`src/design/smc_pkg.sv`:
```
package smc_pkg;

	localparam int SMC_ADDR_W     = 5;
	localparam int SMC_DATA_W     = 32;
	localparam int SMC_CFG_W      = 24;
	localparam int SMC_LIMIT_W    = 10;
	localparam int SMC_NUM_SHADOW = 13;
	localparam int SMC_DEV_ADDR_W = 6;
	localparam int SMC_FRAME_W    = 32;
	localparam int SMC_NUM_RULES  = 11;

	// Software register indices on the command port.
	localparam logic [4:0] SMC_IDX_TWO_LEVEL   = 5'h00;
	localparam logic [4:0] SMC_IDX_THREE_AB    = 5'h01;
	localparam logic [4:0] SMC_IDX_THREE_C_T8  = 5'h02;
	localparam logic [4:0] SMC_IDX_TOP_9       = 5'h03;
	localparam logic [4:0] SMC_IDX_SUPPLY0     = 5'h04;
	localparam logic [4:0] SMC_IDX_SUPPLY1     = 5'h05;
	localparam logic [4:0] SMC_IDX_CONFIG      = 5'h06;
	localparam logic [4:0] SMC_IDX_IN_EN       = 5'h07;
	localparam logic [4:0] SMC_IDX_MODE        = 5'h08;
	localparam logic [4:0] SMC_IDX_CS_SELECT   = 5'h09;
	localparam logic [4:0] SMC_IDX_WC_LOW      = 5'h0A;
	localparam logic [4:0] SMC_IDX_WC_HIGH     = 5'h0B;
	localparam logic [4:0] SMC_IDX_MATRIX      = 5'h0C;
	localparam logic [4:0] SMC_IDX_CTRL        = 5'h10;
	localparam logic [4:0] SMC_IDX_STATUS      = 5'h11;
	localparam logic [4:0] SMC_IDX_RESP        = 5'h12;

	// Device register address of each shadow word, in shadow order.
	localparam logic [5:0] SMC_DEV_ADDR [0:12] = '{
		6'h01, 6'h02, 6'h03, 6'h04, 6'h05, 6'h06, 6'h07,
		6'h08, 6'h32, 6'h09, 6'h0A, 6'h0B, 6'h0C
	};

	localparam int SMC_LIMIT_A_LSB  = 0;
	localparam int SMC_LIMIT_B_LSB  = 10;
	localparam int SMC_POLL_EN_BIT  = 0;
	localparam int SMC_MATRIX_LSB   = 3;
	localparam logic [1:0] SMC_MATRIX_4X4 = 2'h1;
	localparam int SMC_SINK_GRP_LSB = 4;
	localparam int SMC_SRC_GRP_LSB  = 10;
	localparam int SMC_GRP_W        = 4;
	localparam logic [3:0] SMC_GRP_ALL_ONE  = 4'hF;
	localparam logic [3:0] SMC_GRP_ALL_ZERO = 4'h0;

	localparam int SMC_SINK0_LSB = 18;
	localparam int SMC_SRC0_LSB  = 6;
	localparam int SMC_SINK1_LSB = 21;
	localparam int SMC_SRC1_LSB  = 9;
	localparam int SMC_SINK2_LSB = 0;
	localparam int SMC_SRC2_LSB  = 12;
	localparam logic [2:0] SMC_WC_1MA      = 3'h1;
	localparam logic [2:0] SMC_WC_2MA      = 3'h2;
	localparam logic [2:0] SMC_WC_SINK_MIN = 3'h2;
	localparam logic [2:0] SMC_WC_SINK_2MA = 3'h3;

	localparam int SMC_CTRL_START_BIT = 0;
	localparam int SMC_CTRL_TW_BIT    = 1;
	localparam int SMC_CTRL_FORCE_BIT = 2;
	localparam int SMC_CTRL_CLR_BIT   = 3;

	localparam int SMC_STAT_BUSY_BIT   = 0;
	localparam int SMC_STAT_VIOL_BIT   = 1;
	localparam int SMC_STAT_REFUSE_BIT = 2;
	localparam int SMC_STAT_DONE_BIT   = 3;
	localparam int SMC_STAT_VEC_LSB    = 4;

	localparam int SMC_FRAME_WR_BIT   = 31;
	localparam int SMC_FRAME_ADDR_LSB = 25;
	localparam int SMC_FRAME_DATA_LSB = 1;

	localparam logic [23:0] SMC_SHADOW_RST = 24'h000000;
	localparam logic [1:0]  SMC_SCLK_HALF  = 2'h1;
	localparam logic [4:0]  SMC_LAST_BIT   = 5'h1F;
	localparam logic [3:0]  SMC_LAST_IDX   = 4'hC;

endpackage

```
`src/design/smc_link_if.sv`:
```
interface smc_link_if;
	logic        start;
	logic [31:0] frame;
	logic        busy;
	logic        done;
	logic [31:0] rx_word;

	modport master (output start, output frame,
		input busy, input done, input rx_word);
	modport shifter (input start, input frame,
		output busy, output done, output rx_word);
endinterface

```
`src/design/smc_spi_shifter.sv`:
```
module smc_spi_shifter
	import smc_pkg::*;
(
	input  wire logic    mclk,
	input  wire logic    sys_rst,
	smc_link_if.shifter  link,
	input  wire logic    spi_miso,
	output logic         spi_sclk,
	output logic         spi_cs_n,
	output logic         spi_mosi
);

	typedef enum logic {SH_IDLE, SH_RUN} smc_sh_type;

	smc_sh_type  state_q;
	logic [1:0]  div_q;
	logic [4:0]  bit_q;
	logic [31:0] sh_q;
	logic [31:0] rx_q;
	logic        done_q;
	logic        tick;

	// One-cycle enable at each half period of the serial clock.
	assign tick = (state_q == SH_RUN) && (div_q == SMC_SCLK_HALF);

	assign link.busy    = (state_q == SH_RUN);
	assign link.done    = done_q;
	assign link.rx_word = rx_q;

	always_ff @(posedge mclk or posedge sys_rst) begin
		if (sys_rst) begin
			div_q <= 2'h0;
		end else if (state_q != SH_RUN || tick) begin
			div_q <= 2'h0;
		end else begin
			div_q <= div_q + 2'h1;
		end
	end

	always_ff @(posedge mclk or posedge sys_rst) begin
		if (sys_rst) begin
			state_q  <= SH_IDLE;
			bit_q    <= 5'h00;
			sh_q     <= 32'h00000000;
			spi_sclk <= 1'b0;
			spi_cs_n <= 1'b1;
			spi_mosi <= 1'b0;
			done_q   <= 1'b0;
		end else begin
			done_q <= 1'b0;
			unique case (state_q)
				SH_IDLE: begin
					if (link.start) begin
						state_q  <= SH_RUN;
						sh_q     <= link.frame << 1;
						spi_mosi <= link.frame[31];
						spi_cs_n <= 1'b0;
						bit_q    <= 5'h00;
					end
				end
				SH_RUN: begin
					if (tick && !spi_sclk) begin
						spi_sclk <= 1'b1;
					end else if (tick) begin
						spi_sclk <= 1'b0;
						if (bit_q == SMC_LAST_BIT) begin
							state_q  <= SH_IDLE;
							spi_cs_n <= 1'b1;
							spi_mosi <= 1'b0;
							done_q   <= 1'b1;
						end else begin
							spi_mosi <= sh_q[31];
							sh_q     <= sh_q << 1;
							bit_q    <= bit_q + 5'h01;
						end
					end
				end
			endcase
		end
	end

	// Device answer is sampled on each rising serial clock edge.
	always_ff @(posedge mclk or posedge sys_rst) begin
		if (sys_rst) begin
			rx_q <= 32'h00000000;
		end else if (tick && !spi_sclk) begin
			rx_q <= {rx_q[30:0], spi_miso};
		end
	end

endmodule

```
`src/design/smc_config_host.sv`:
```
// Notes on behaviour
// - Two-level limit B must be at least limit A for inputs 12 to 17.
// - For inputs 18 to 22 the three-level limits must rise: C >= B >= A.
// - For input 23 the chain 9 >= 8 >= C >= B >= A must hold.
// - In both supply sets limit B must be at least limit A.
// - Selecting the 4x4 matrix needs the polling enable set.
// - In 4x4 matrix, inputs 4 to 7 and 10 to 13 must be enabled.
// - In 4x4 matrix, those inputs must all be in comparator mode.
// - In 4x4 matrix, inputs 4 to 7 sink and inputs 10 to 13 source.
// - In 4x4 matrix, each sink wetting code exceeds its source code.
// - In 4x4 matrix with warnings expected, every source code is 1 mA or 2 mA.
// - In 4x4 matrix with warnings expected, source 001 needs sink >= 010, 010 needs 011.
module smc_config_host
	import smc_pkg::*;
(
	input  wire logic        mclk,
	input  wire logic        sys_rst,
	input  wire logic [4:0]  addr,
	input  wire logic [31:0] wr_data,
	input  wire logic        wr_stb,
	input  wire logic        rd_stb,
	output logic      [31:0] rd_data,
	output logic             violation,
	output logic             busy,
	input  wire logic        spi_miso,
	output logic             spi_sclk,
	output logic             spi_cs_n,
	output logic             spi_mosi
);

	typedef enum logic [1:0] {PS_IDLE, PS_SEND, PS_WAIT} smc_push_type;

	function automatic logic limit_ge(input logic [9:0] hi,
		input logic [9:0] lo);
		return hi >= lo;
	endfunction

	function automatic logic [9:0] field_a(input logic [23:0] w);
		return w[SMC_LIMIT_A_LSB +: SMC_LIMIT_W];
	endfunction

	function automatic logic [9:0] field_b(input logic [23:0] w);
		return w[SMC_LIMIT_B_LSB +: SMC_LIMIT_W];
	endfunction

	function automatic logic src_code_ok(input logic [2:0] src);
		return (src == SMC_WC_1MA) || (src == SMC_WC_2MA);
	endfunction

	function automatic logic pair_tw_ok(input logic [2:0] sink,
		input logic [2:0] src);
		logic ok;
		ok = 1'b1;
		if (src == SMC_WC_1MA) begin
			ok = sink >= SMC_WC_SINK_MIN;
		end else if (src == SMC_WC_2MA) begin
			ok = sink == SMC_WC_SINK_2MA;
		end
		return ok;
	endfunction

	// True when a four-input group of a word differs from the value needed.
	function automatic logic group_off(input logic [23:0] w,
		input int lsb, input logic [3:0] need);
		return w[lsb +: SMC_GRP_W] != need;
	endfunction

	// Write frame: command bit, device address, data, then odd parity.
	function automatic logic [31:0] write_frame(input logic [5:0] dev,
		input logic [23:0] data);
		logic [31:0] f;
		f = 32'h00000000;
		f[SMC_FRAME_WR_BIT] = 1'b1;
		f[SMC_FRAME_ADDR_LSB +: SMC_DEV_ADDR_W] = dev;
		f[SMC_FRAME_DATA_LSB +: SMC_CFG_W] = data;
		f[0] = ~^f[31:1];
		return f;
	endfunction

	logic [23:0]  shadow_q [0:12];
	logic         tw_expect_q;
	logic         force_q;
	logic         refused_q;
	logic         push_done_q;
	logic [10:0]  viol_vec_q;
	logic [10:0]  viol_vec_d;
	logic         viol_any_d;
	smc_push_type push_q;
	logic [3:0]   idx_q;
	logic         start_q;
	logic [31:0]  frame_q;
	logic [31:0]  resp_q;
	logic [31:0]  rd_word_d;
	logic         wr_shadow;
	logic         wr_ctrl;
	logic         start_req;
	logic         push_ok;
	logic         matrix_4x4;
	logic [23:0]  cfg_w;
	logic [23:0]  in_en_w;
	logic [23:0]  mode_w;
	logic [23:0]  cs_w;
	logic [23:0]  wcl;
	logic [23:0]  wch;
	logic [2:0]   sink0;
	logic [2:0]   sink1;
	logic [2:0]   sink2;
	logic [2:0]   src0;
	logic [2:0]   src1;
	logic [2:0]   src2;

	smc_link_if link ();

	smc_spi_shifter u_shifter (
		.mclk     (mclk),
		.sys_rst  (sys_rst),
		.link     (link.shifter),
		.spi_miso (spi_miso),
		.spi_sclk (spi_sclk),
		.spi_cs_n (spi_cs_n),
		.spi_mosi (spi_mosi)
	);

	assign link.start = start_q;
	assign link.frame = frame_q;

	// Shadow words are frozen while a push runs, so a frame never mixes
	// old and new settings.
	assign wr_shadow = wr_stb && (addr <= SMC_IDX_MATRIX)
		&& (push_q == PS_IDLE);
	assign wr_ctrl   = wr_stb && (addr == SMC_IDX_CTRL);
	assign start_req = wr_ctrl && wr_data[SMC_CTRL_START_BIT]
		&& (push_q == PS_IDLE);
	assign push_ok   = !viol_any_d || wr_data[SMC_CTRL_FORCE_BIT];

	always_ff @(posedge mclk or posedge sys_rst) begin
		if (sys_rst) begin
			for (int i = 0; i < SMC_NUM_SHADOW; i++) begin
				shadow_q[i] <= SMC_SHADOW_RST;
			end
		end else if (wr_shadow) begin
			shadow_q[addr[3:0]] <= wr_data[SMC_CFG_W-1:0];
		end
	end

	always_ff @(posedge mclk or posedge sys_rst) begin
		if (sys_rst) begin
			tw_expect_q <= 1'b0;
			force_q     <= 1'b0;
		end else if (wr_ctrl) begin
			tw_expect_q <= wr_data[SMC_CTRL_TW_BIT];
			force_q     <= wr_data[SMC_CTRL_FORCE_BIT];
		end
	end

	assign cfg_w   = shadow_q[SMC_IDX_CONFIG[3:0]];
	assign in_en_w = shadow_q[SMC_IDX_IN_EN[3:0]];
	assign mode_w  = shadow_q[SMC_IDX_MODE[3:0]];
	assign cs_w    = shadow_q[SMC_IDX_CS_SELECT[3:0]];
	assign wcl     = shadow_q[SMC_IDX_WC_LOW[3:0]];
	assign wch     = shadow_q[SMC_IDX_WC_HIGH[3:0]];
	assign sink0   = wcl[SMC_SINK0_LSB +: 3];
	assign sink1   = wcl[SMC_SINK1_LSB +: 3];
	assign sink2   = wch[SMC_SINK2_LSB +: 3];
	assign src0    = wcl[SMC_SRC0_LSB +: 3];
	assign src1    = wcl[SMC_SRC1_LSB +: 3];
	assign src2    = wcl[SMC_SRC2_LSB +: 3];
	assign matrix_4x4 = shadow_q[SMC_IDX_MATRIX[3:0]]
		[SMC_MATRIX_LSB +: 2] == SMC_MATRIX_4X4;

	// Each vector bit is one broken constraint; bit n stands for rule n+1.
	always_comb begin
		logic [23:0] two_w;
		logic [23:0] tab_w;
		logic [23:0] tc8_w;
		logic [23:0] t9_w;
		logic [23:0] s0_w;
		logic [23:0] s1_w;
		two_w = shadow_q[SMC_IDX_TWO_LEVEL[3:0]];
		tab_w = shadow_q[SMC_IDX_THREE_AB[3:0]];
		tc8_w = shadow_q[SMC_IDX_THREE_C_T8[3:0]];
		t9_w  = shadow_q[SMC_IDX_TOP_9[3:0]];
		s0_w  = shadow_q[SMC_IDX_SUPPLY0[3:0]];
		s1_w  = shadow_q[SMC_IDX_SUPPLY1[3:0]];
		viol_vec_d = 11'h000;
		viol_vec_d[0] = !limit_ge(field_b(two_w), field_a(two_w));
		viol_vec_d[1] = !limit_ge(field_a(tc8_w), field_b(tab_w))
			|| !limit_ge(field_b(tab_w), field_a(tab_w));
		viol_vec_d[2] = !limit_ge(field_a(t9_w), field_b(tc8_w))
			|| !limit_ge(field_b(tc8_w), field_a(tc8_w))
			|| viol_vec_d[1];
		viol_vec_d[3] = !limit_ge(field_b(s0_w), field_a(s0_w))
			|| !limit_ge(field_b(s1_w), field_a(s1_w));
		if (matrix_4x4) begin
			viol_vec_d[4] = !cfg_w[SMC_POLL_EN_BIT];
			viol_vec_d[5] =
				group_off(in_en_w, SMC_SINK_GRP_LSB, SMC_GRP_ALL_ONE)
				|| group_off(in_en_w, SMC_SRC_GRP_LSB,
				SMC_GRP_ALL_ONE);
			viol_vec_d[6] =
				group_off(mode_w, SMC_SINK_GRP_LSB, SMC_GRP_ALL_ZERO)
				|| group_off(mode_w, SMC_SRC_GRP_LSB,
				SMC_GRP_ALL_ZERO);
			viol_vec_d[7] =
				group_off(cs_w, SMC_SINK_GRP_LSB, SMC_GRP_ALL_ONE)
				|| group_off(cs_w, SMC_SRC_GRP_LSB,
				SMC_GRP_ALL_ZERO);
			viol_vec_d[8] = !(sink0 > src0) || !(sink1 > src1)
				|| !(sink2 > src2);
			if (tw_expect_q) begin
				viol_vec_d[9] = !src_code_ok(src0) || !src_code_ok(src1)
					|| !src_code_ok(src2);
				viol_vec_d[10] = !pair_tw_ok(sink0, src0)
					|| !pair_tw_ok(sink1, src1)
					|| !pair_tw_ok(sink2, src2);
			end
		end
	end

	assign viol_any_d = |viol_vec_d;

	always_ff @(posedge mclk or posedge sys_rst) begin
		if (sys_rst) begin
			viol_vec_q <= 11'h000;
			violation  <= 1'b0;
		end else begin
			viol_vec_q <= viol_vec_d;
			violation  <= viol_any_d;
		end
	end

	// A refused start sets the flag; the set wins over a clear request.
	always_ff @(posedge mclk or posedge sys_rst) begin
		if (sys_rst) begin
			refused_q <= 1'b0;
		end else if (start_req && !push_ok) begin
			refused_q <= 1'b1;
		end else if (wr_ctrl && wr_data[SMC_CTRL_CLR_BIT]) begin
			refused_q <= 1'b0;
		end
	end

	always_ff @(posedge mclk or posedge sys_rst) begin
		if (sys_rst) begin
			push_done_q <= 1'b0;
		end else if (push_q == PS_WAIT && link.done
			&& idx_q == SMC_LAST_IDX) begin
			push_done_q <= 1'b1;
		end else if (wr_ctrl && wr_data[SMC_CTRL_CLR_BIT]) begin
			push_done_q <= 1'b0;
		end
	end

	// Push engine: one write frame per shadow word, in index order.
	always_ff @(posedge mclk or posedge sys_rst) begin
		if (sys_rst) begin
			push_q  <= PS_IDLE;
			idx_q   <= 4'h0;
			start_q <= 1'b0;
			frame_q <= 32'h00000000;
			busy    <= 1'b0;
		end else begin
			start_q <= 1'b0;
			unique case (push_q)
				PS_IDLE: begin
					if (start_req && push_ok) begin
						push_q <= PS_SEND;
						idx_q  <= 4'h0;
						busy   <= 1'b1;
					end
				end
				PS_SEND: begin
					// Wait out a frame that the shifter is still closing.
					if (!link.busy) begin
						frame_q <= write_frame(SMC_DEV_ADDR[idx_q],
							shadow_q[idx_q]);
						start_q <= 1'b1;
						push_q  <= PS_WAIT;
					end
				end
				PS_WAIT: begin
					if (link.done) begin
						if (idx_q == SMC_LAST_IDX) begin
							push_q <= PS_IDLE;
							busy   <= 1'b0;
						end else begin
							idx_q  <= idx_q + 4'h1;
							push_q <= PS_SEND;
						end
					end
				end
				default: begin
					push_q <= PS_IDLE;
					busy   <= 1'b0;
				end
			endcase
		end
	end

	always_ff @(posedge mclk or posedge sys_rst) begin
		if (sys_rst) begin
			resp_q <= 32'h00000000;
		end else if (link.done) begin
			resp_q <= link.rx_word;
		end
	end

	// Read decode; unmapped indices read as zero.
	always_comb begin
		rd_word_d = 32'h00000000;
		if (addr <= SMC_IDX_MATRIX) begin
			rd_word_d[SMC_CFG_W-1:0] = shadow_q[addr[3:0]];
		end else begin
			unique case (addr)
				SMC_IDX_CTRL: begin
					rd_word_d[SMC_CTRL_TW_BIT]    = tw_expect_q;
					rd_word_d[SMC_CTRL_FORCE_BIT] = force_q;
				end
				SMC_IDX_STATUS: begin
					rd_word_d[SMC_STAT_BUSY_BIT]   = busy;
					rd_word_d[SMC_STAT_VIOL_BIT]   = violation;
					rd_word_d[SMC_STAT_REFUSE_BIT] = refused_q;
					rd_word_d[SMC_STAT_DONE_BIT]   = push_done_q;
					rd_word_d[SMC_STAT_VEC_LSB +: SMC_NUM_RULES] =
						viol_vec_q;
				end
				SMC_IDX_RESP: begin
					rd_word_d = resp_q;
				end
				default: begin
					rd_word_d = 32'h00000000;
				end
			endcase
		end
	end

	always_ff @(posedge mclk or posedge sys_rst) begin
		if (sys_rst) begin
			rd_data <= 32'h00000000;
		end else if (rd_stb) begin
			rd_data <= rd_word_d;
		end else begin
			rd_data <= 32'h00000000;
		end
	end

endmodule

```
`config.mk`:
```
export PLATFORM = sky130hd
export DESIGN_NAME = smc_config_host
export DESIGN_NICKNAME = d
export VERILOG_FILES = /design/src/design/smc_pkg.sv /design/src/design/smc_link_if.sv /design/src/design/smc_spi_shifter.sv /design/src/design/smc_config_host.sv
export SDC_FILE = /design/constraint.sdc
export NUM_CORES = 1
export LEC_CHECK = 0
export ABC_AREA = 1
export BUFFER_PORTS_ARGS = -buffer_cell sky130_fd_sc_hd__buf_2
export CAP_MARGIN = 20
export CORE_ASPECT_RATIO = 0.75
export CORE_MARGIN = 10
export CORE_UTILIZATION = 45
export DETAILED_ROUTE_END_ITERATION = 8
export PLACE_DENSITY = 0.61
export SLEW_MARGIN = 20
export SYNTH_ARGS = -nofsm -noshare
export SYNTH_HDL_FRONTEND = slang
export SYNTH_SLANG_ARGS = --single-unit
export TNS_END_PERCENT = 10
```
`constraint.sdc`:
```
create_clock -name mclk -period 17.81 [get_ports mclk]
set_clock_uncertainty 0.2 [all_clocks]
set_input_delay 4.4525 -clock mclk [delete_from_list [all_inputs] [get_ports mclk]]
set_output_delay 4.4525 -clock mclk [all_outputs]
set_load 0.1 [all_outputs]
```
**After elaboration in Yosys (flattened, before gate mapping)**

Memories as Yosys holds them, arrays and structs flattened.
Index checks and enable logic that the tools add are counted.

- Add/sub/neg operators: 3
- Magnitude comparators: 17
- Eq/ne operators: 31
- Muxes and demuxes: 82
- Bitwise operators: 4
- Reductions and logical operators: 69

Operators by type and width:

| kind | count |
|---|---|
| $bwmux W312 | 1 |
| $bmux W24 S4 | 2 |
| $mux W32 | 5 |
| $mux W24 | 6 |
| $demux W24 S4 | 1 |
| $ge A10 B10 Y1 | 7 |
| $pmux W32 S2 | 1 |
| $mux W1 | 39 |
| $reduce_xnor A31 Y1 | 1 |
| $pmux W12 S2 | 1 |
| $eq A5 B5 Y1 const B | 4 |
| $logic_not A1 Y1 | 20 |
| $mux W5 | 4 |
| $eq A3 B2 Y1 const B | 6 |
| $logic_or A1 B1 Y1 | 18 |
| $mux W17 | 1 |
| $reduce_and A4 Y1 | 4 |
| $ne A2 B2 Y1 const B | 7 |
| $logic_and A1 B1 Y1 | 13 |
| $mux W4 | 3 |
| $mux W6 | 2 |
| $ne A4 B4 Y1 const B | 3 |
| $pmux W2 S3 | 2 |
| $reduce_bool A4 Y1 | 3 |
| 27 further kinds | 52 |

- Register bits after elaboration: 508
- Bits in read-only memories: 96
- Bits of input ports: 42
- Output and inout bits: 37
- Logic and storage cells: 242
- Memories: 1

Memory list:

| memory | depth | bits a word | read ports | clocked after memory_dff | wr ports | RTL line | text |
|---|---|---|---|---|---|---|---|
| (no name shown) | 16 | 6 | 1 | 0 | 0 | smc_config_host.sv:275 | `frame_q <= write_frame(SMC_DEV_ADDR[idx_q],` |

**Logic depth before layout (Yosys ltp)**

Gate-level depths: netlist (run 1).

- Depth after elaboration: 16
- Depth in mapped cells: 24
- Depth with buffers taken out: 21

**By module**

A second synthesis (run 1) with hierarchy kept.

- Cell total of the unflattened synthesis: 3691
- Area, all modules: 27604.0 um^2

Modules (own cells, without submodules):

| module | instances | cells an instance | area each (um^2) | sequential area each (um^2) |
|---|---|---|---|---|
| smc_config_host | 1 | 3270 | 24222.0 | 10785.3 |
| smc_spi_shifter | 1 | 421 | 3382.0 | 1878.1 |

**Worst setup path before layout (run 1)**

No wires, ideal clock.

- Kind: input to register
- From: input port addr[1]
- To: register shadow_q, in the netlist in_en_w[22]
- Library setup time: 133 ps
- Data arrival time: 5862 ps
- Required time: 17477 ps
- Setup slack: 11615 ps
- Stages: 11
- Buffers on the path: 3
- Cell sequence: nor2_4 -> inv_2 -> a21oi_4 -> inv_2 -> nor2_2 -> buf_2 -> nand3_1 -> buf_2 -> buf_1 -> nand2_1 -> o21ai_0

- Word-level cells in the longest chain between the ends: 6
- Elaborated cells on any way between the ends: 10
- Those cells by class: order compare (3); mux (3); bitwise (1); reduce/logical (3)

Ends and longest elaborated chain:

| item | RTL line | text |
|---|---|---|
| start, declared | smc_config_host.sv:18 | `input wire logic [4:0] addr,` |
| $not A4 Y5 (implied by the code) | smc_config_host.sv:142 | `shadow_q[addr[3:0]] <= wr_data[SMC_CFG_W-1:0];` |
| $ge A5 B5 Y1 (implied by the code) / $lt A5 B1 Y1 (equally long branches) | smc_config_host.sv:142 |  |
| $logic_and A1 B1 Y1 (implied by the code) | smc_config_host.sv:142 |  |
| $mux W24 (implied by the code) | smc_config_host.sv:142 |  |
| $demux W24 S4 | smc_config_host.sv:142 |  |
| $bwmux W312 | smc_config_host.sv:142 |  |
| end signal, assigned by index | smc_config_host.sv:142 |  |
| end, declared | smc_config_host.sv:80 | `logic [23:0] shadow_q [0:12];` |

Several ways; a longest one is shown, not always the timed one.
A chain may end at the register's enable or synchronous reset.

**Worst setup path in the final report (run 1)**

- From: input port addr[1]
- To: register shadow_q, in the netlist in_en_w[3]

Same word-level chain as after synthesis.

==> metrics.yaml, run 1 <==
run_status:
  outcome: "complete, no violations"
route:
  routedWlPerCell_um: 21.6
  dr_total_vias: 24500
  drt_iter0_drc: 3006
  totalWireLength_mm: 94.3
  firstDrtPassIters: 6
  route.detailed.drc: 0
  drtAntennaViolNets: 0
  viasPerCell: 5.63
logic_synthesis:
  synth_flop_cell: "dfrtp_1"
  ys_async_sr_fraction: 1.00
  syn_area_per_cell_um2: 7.53
  ys_ff_latch: 506
  synthesis.nets: 3727
  ys_types: 44
  synth_area_mm2: 0.0271
  ys_warn_count: 0
  synth-edff-count: 0
  yosysSeqAreaShare: 0.467
  syn_inst: 3598
grt:
  antenna_found_initial: 0
  grt.total_usage: 0.265
  grt_pass1_wl_mm: 144
  grt-ovfl-total: 0
  grt_pass1_vias: 22700
  grt_max_degree: 153
finish:
  final_cells: 4360
  nFillCells: 5853
  drive_gt1_frac: 0.0658
  syn2layout_area_growth_pct: 8.89
  fin_nets: 3665
  layout.cells.most_common_list: "nand2_1, o21ai_0, dfrtp_1, inv_1, nor2_1"
  stdcell_area_mm2: 0.0295
  final_common_cell: "nand2_1"
  num_antenna_cells: 0
  final_core_util: 0.498
clock_network:
  htree_levels: 2
  cts_sinks: 506
  holdBufCountCts: 0
  clk_pin_slew_ps: 60
  cts_root_buf: "clkbuf_16"
  clock_latency_ps: 610
  cts_buffers: 50
  cts_tree: "done"
  clockBufferDepth: 3
  postCtsSetupBuffers: 0
  cts_resized: 0
worst_hold_path:
  whs_endpoint: "u_shifter.div_q[0]$_DFF_PP0_"
  hold_class: "reg -> reg"
  hp-start: "u_shifter.div_q[0]$_DFF_PP0_"
  hold_depth: 1
placement:
  dpl.hpwl_mm: 60.6
  dpl_cell_area_mm2: 0.0279
  gp_congestion: 0.925
  dpl_worst_slack_ps: 8670
  dp_cells: 4273
  port_buffers: 70
critical_path:
  r2r_end: "frame_q[0]$_DFFE_PP0P_"
  critical_path_class: "in -> reg"
  crit_family: "buffers and inverters"
  r2r_cells: 22
  ff2ff_setup_slack_ps: 13060
  path_max_fanout: 32
  cp-end-kind: "flop"
  crit_required_ps: 18050
  cpPeakStageDelay_ps: 750
  cp_cell_sequence: "buf_2, nor2_4, buf_4, inv_2, a21oi_4, inv_2, nor2_2, nand3_2, buf_4, nand2_1, o21ai_0"
  crit_buf_inv: 5
  start_kind: "input port"
  crit_slowest_cell: "nor2_2"
  critical_path_arrival_ps: 8800
  r2r-start: "idx_q[0]$_DFFE_PP0P_"
timing:
  maxSlewHeadroom: 0.249
  rsz0062_at_grt: "false"
  worst_pin_slew_ps: 1110
  finalCriticalPeriod_ps: 8560
  slew_violations: 0
  min_period_over_period: 0.481
  hold_viol_final: 0
  max_freq_mhz: 117
  setup_ws_ps: 9250
  setup_viol: 0
  finalHoldWorstSlack_ps: 228
  finalSetupTns_ps: 0
die:
  die_w_um: 303
  start_util: 0.457
  rows: 77
  die_h_um: 232
  die-area_mm2: 0.0705
  coreArea_mm2: 0.0593
  io_pins: 79
power_and_ir_drop:
  fin_total_pwr_mw: 2.33
  p_leak_nw: 14.3
  powerDensity_mw_per_mm2: 79.0
  ir_drop_uv: 69.4
flow_run:
  cap_violations: 0
## kinds of logic after synthesis
family / after synthesis / synth area share
multiplexers: 6 / 0.00249
buffers and inverters: 640 / 0.0941
flip-flops: 506 / 0.467
AND/OR/NAND/NOR: 1540 / 0.226
AO/OA/AOI/OAI: 819 / 0.170
adder cells (fa/ha/maj): 87 / 0.0402
## worst max path at each step
stage,startpoint,end,slack (ps),cells past startpoint
2_1_floorplan,sys_rst,busy$_DFFE_PP0P_,6290,1
3_3_place_gp,addr[1],shadow_q[278]$_DFFE_PP0P_,8770,9
3_5_place_dp,addr[1],shadow_q[243]$_DFFE_PP0P_,8670,9
4_1_cts,addr[1],shadow_q[244]$_DFFE_PP0P_,9270,9
5_1_grt,addr[1],in_en_w[1]$_DFFE_PP0P_,9090,11
6_report,addr[1],in_en_w[3]$_DFFE_PP0P_,9250,11
## registers in the layout (all words and copies together), names as in the netlist, 24 cells and up
register / flops
u_shifter.sh_q: 31
frame_q: 31
mode_w: 24
wch: 24
resp_q: 32
in_en_w: 24
rd_data: 32
wcl: 24
shadow_q: 168
cs_w: 24
u_shifter.link.rx_word: 32
cfg_w: 24
## synthesized netlist by cell type (3+ instances only)
cell / instances / area, µm²
inv_1: 402 / 1510
o31ai_1: 26 / 195
buf_4: 5 / 37.5
a41oi_1: 15 / 131
or2_2: 3 / 18.8
mux2_2: 6 / 67.6
inv_2: 7 / 26.3
o21ai_1: 16 / 80.1
nand4_1: 26 / 163
nor2_1: 182 / 683
a211oi_1: 4 / 30.0
nand3_1: 159 / 796
nand2_1: 1134 / 4260
o21a_1: 3 / 22.5
o221ai_1: 6 / 52.6
o22ai_1: 133 / 832
o21ai_0: 504 / 2520
clkbuf_1: 139 / 522
nor4_1: 6 / 37.5
o211ai_1: 16 / 120
a21boi_0: 4 / 30.0
nor2_2: 5 / 31.3
buf_6: 8 / 90.1
nor3_1: 21 / 105
buf_1: 23 / 86.3
a221oi_1: 17 / 149
ha_1: 87 / 1090
buf_2: 52 / 260
clkinv_1: 3 / 11.3
a22oi_1: 6 / 45.0
dfrtp_1: 505 / 12600
a21oi_1: 60 / 300
## cell type report
| cell class | count | area [µm²] | area share |
|---|---|---|---|
| Clock buffer | 70 | 1430 | 0.0484 |
| Clock inverter | 16 | 141 | 0.00479 |
| Inverter | 413 | 1560 | 0.0528 |
| Multi-Input combinational cell | 2452 | 12000 | 0.406 |
| Sequential cell | 506 | 12700 | 0.429 |
| Tap cell | 790 | 988 | 0.0335 |
| Timing Repair Buffer | 113 | 751 | 0.0254 |
## routing by layer
| layer | wire [µm] | vias up | track usage |
|---|---|---|---|
| met5 | 0 | - | 0 |
| met4 | 2600 | 0 | 0.0741 |
| met3 | 9800 | 157 | 0.0609 |
| met2 | 38400 | 1180 | 0.373 |
| met1 | 43400 | 11600 | 0.398 |
| li1 | - | 11600 | - |
## where the power goes
group	switching [mW]	internal [mW]
registers	0.00274	1.15
clock network	0.466	0.585
logic	0.102	0.0205
total	0.571	1.76
(Power assumes the default switching activity.)
==> run 2: changes to the inputs <==
- PLACE_DENSITY: 0.61 -> 0.59
- clock period: 17.81 -> 8.01 ns (I/O delays scaled with it)
==> metrics.yaml, run 2 (same netlist as run 1, synthesis figures left out) <==
critical_path:
  path_max_fanout: 28  # -13%
  cp-end-kind: "flop"
  r2r_end: "frame_q[0]$_DFFE_PP0P_"
  cp_cell_sequence: "buf_2, nand2_1, inv_1, a21oi_4, inv_2, nor2_2, nand3_2, buf_4, nand2_1, o21ai_0"
  crit_slowest_cell: "nor2_2"
  cp_common_cell: "nand2_1"
  r2r-start: "idx_q[0]$_DFFE_PP0P_"
  ff2ff_setup_slack_ps: 3610  # -9450 ps
  worstSetupStartpoint: "addr[3]"
  r2r_cells: 21  # -4.5%
  cpPeakStageDelay_ps: 990  # +240 ps
  start_kind: "input port"
  crit_required_ps: 8270  # -9780 ps
  critical_path_class: "in -> reg"
  crit_end: "wcl[17]$_DFFE_PP0P_"
  critical_path_arrival_ps: 5930  # -2870 ps
finish:
  final_common_cell: "nand2_1"
  fin_nets: 3666  # +0.027%
  layout.cells.most_common_list: "nand2_1, o21ai_0, dfrtp_1, inv_1, nor2_1"
  largest_reg_flops: 168  # unchanged
  num_antenna_cells: 0  # unchanged
  top_register: "shadow_q"
  syn2layout_area_growth_pct: 9.14
  final_core_util: 0.499  # +0.00118
  final_cells: 4365  # +0.11%
  drive_gt1_frac: 0.0677  # +0.00187
placement:
  dpl_worst_slack_ps: 1680  # -6990 ps
  gp_congestion: 0.957  # +3.5%
  dp_cells: 4272  # -0.023%
  dpl.hpwl_mm: 63.0  # +3.8%
  port_buffers: 70  # unchanged
route:
  viasPerCell: 5.70  # +1.3%
  route.detailed.drc: 0  # unchanged
  drt_iter0_drc: 2955  # -1.7%
  totalWireLength_mm: 94.2  # -0.10%
  firstDrtPassIters: 8  # +2
  dr_total_vias: 24900  # +1.4%
  drtAntennaViolNets: 0  # unchanged
  routedWlPerCell_um: 21.6  # -0.22%
clock_network:
  cts_buffers: 52  # +4.0%
  postCtsSetupBuffers: 0  # unchanged
  holdBufCountCts: 0  # unchanged
  cts_resized: 0  # unchanged
  clk_pin_slew_ps: 60  # about the same
  cts_tree: "done"
  clock_latency_ps: 620  # about the same
  clockBufferDepth: 3  # unchanged
  cts_root_buf: "clkbuf_16"
  htree_levels: 2  # unchanged
  cts_sinks: 506  # unchanged
die:
  coreArea_mm2: 0.0593  # unchanged
  io_pins: 79  # unchanged
  rows: 77  # unchanged
  die_w_um: 303  # unchanged
  die-area_mm2: 0.0705  # unchanged
  die_h_um: 232  # unchanged
  start_util: 0.457  # unchanged
grt:
  grt-ovfl-total: 0  # unchanged
  grt_max_degree: 164  # +7.2%
  grt.total_usage: 0.267  # +0.00243
  grt_pass1_vias: 23700  # +4.4%
  antenna_found_initial: 2  # +2
  grt_pass1_wl_mm: 146  # +1.3%
timing:
  finalSetupTns_ps: 0  # unchanged
  setup_ws_ps: 2340  # -6910 ps
  worst_pin_slew_ps: 1180  # +62.4 ps
  rsz0062_at_grt: "false"
  max_freq_mhz: 176
  min_period_over_period: 0.708
  setup_viol: 0  # unchanged
  slew_violations: 0  # unchanged
  maxSlewHeadroom: 0.207  # -0.0420
  finalCriticalPeriod_ps: 5670
  hold_viol_final: 0  # unchanged
  finalHoldWorstSlack_ps: 247  # +19.4 ps
worst_hold_path:
  hold_class: "reg -> reg"
  hp-start: "u_shifter.div_q[0]$_DFF_PP0_"
power_and_ir_drop:
  powerDensity_mw_per_mm2: 179  # +130%
  ir_drop_uv: 149  # +110%
  p_leak_nw: 14.3  # +0.15%
flow_run:
  cap_violations: 0  # unchanged
run_status:
  outcome: "complete, no violations"
-- run 2: cell types whose count changed in the layout (fill, tap and decap cells not counted) --
cell        previous run  this run
buf_12                 3         2
clkinv_2              10        12
buf_4                 38        39
buf_16                 2         1
nand3_2               11         8
clkbuf_1              11         9
clkbuf_8               8        10
clkinv_8               0         1
clkbuf_16             51        52
clkinvlp_4             4         5
nand3_4                1         4
clkinv_4               0         1
-- run 2: worst min-delay path by stage --
stage	cells after the start	slack, ps	endpoint
global route	1	290	u_shifter.div_q[0]$_DFF_PP0_
detailed placement	1	240	u_shifter.div_q[0]$_DFF_PP0_
floorplan	1	210	u_shifter.div_q[0]$_DFF_PP0_
finish	1	250	u_shifter.div_q[0]$_DFF_PP0_
CTS	1	250	u_shifter.div_q[0]$_DFF_PP0_
global placement	1	220	u_shifter.div_q[0]$_DFF_PP0_
-- run 2: area by class of cell --
cell class	count	area (µm²)
timing repair buffer	112	711
clock buffer	71	1470
inverter	413	1560
fill	5860	29700
multi-input combinational	2452	12000
clock inverter	21	184
tap	790	988
sequential	506	12700
-- run 2: through the flow --
step / cell area, µm² / total power, mW
2_1_floorplan: 27100 / 2.78
3_3_place_gp: 27900 / 2.89
3_5_place_dp: 27900 / 2.90
4_1_cts: 29500 / 5.31
5_1_grt: 29600 / 5.44
6_report: 29600 / 5.28
-- run 2: critical path, delay by kind of cell --
| family | cells | cell delay, ps |
|---|---|---|
| simple gates | 4 | 2000 |
| compound gates | 2 | 740 |
| buf+inv | 4 | 1160 |
-- run 2: power by group --
part	internal (mW)	total, mW	switching, mW	leakage (nW)
Clock	1.35	2.43	1.08	0.815
Sequential	2.57	2.57	0.00642	6.97
Combinational	0.0459	0.277	0.232	6.49
-- run 2: per-layer routing --
metal	GRT usage	share of wire	vias to the layer above
met5	0	0.00027	-
met4	0.0979	0.035	4
met3	0.0575	0.10	186
met2	0.381	0.41	1210
met1	0.391	0.46	11900
li1	-	-	11600
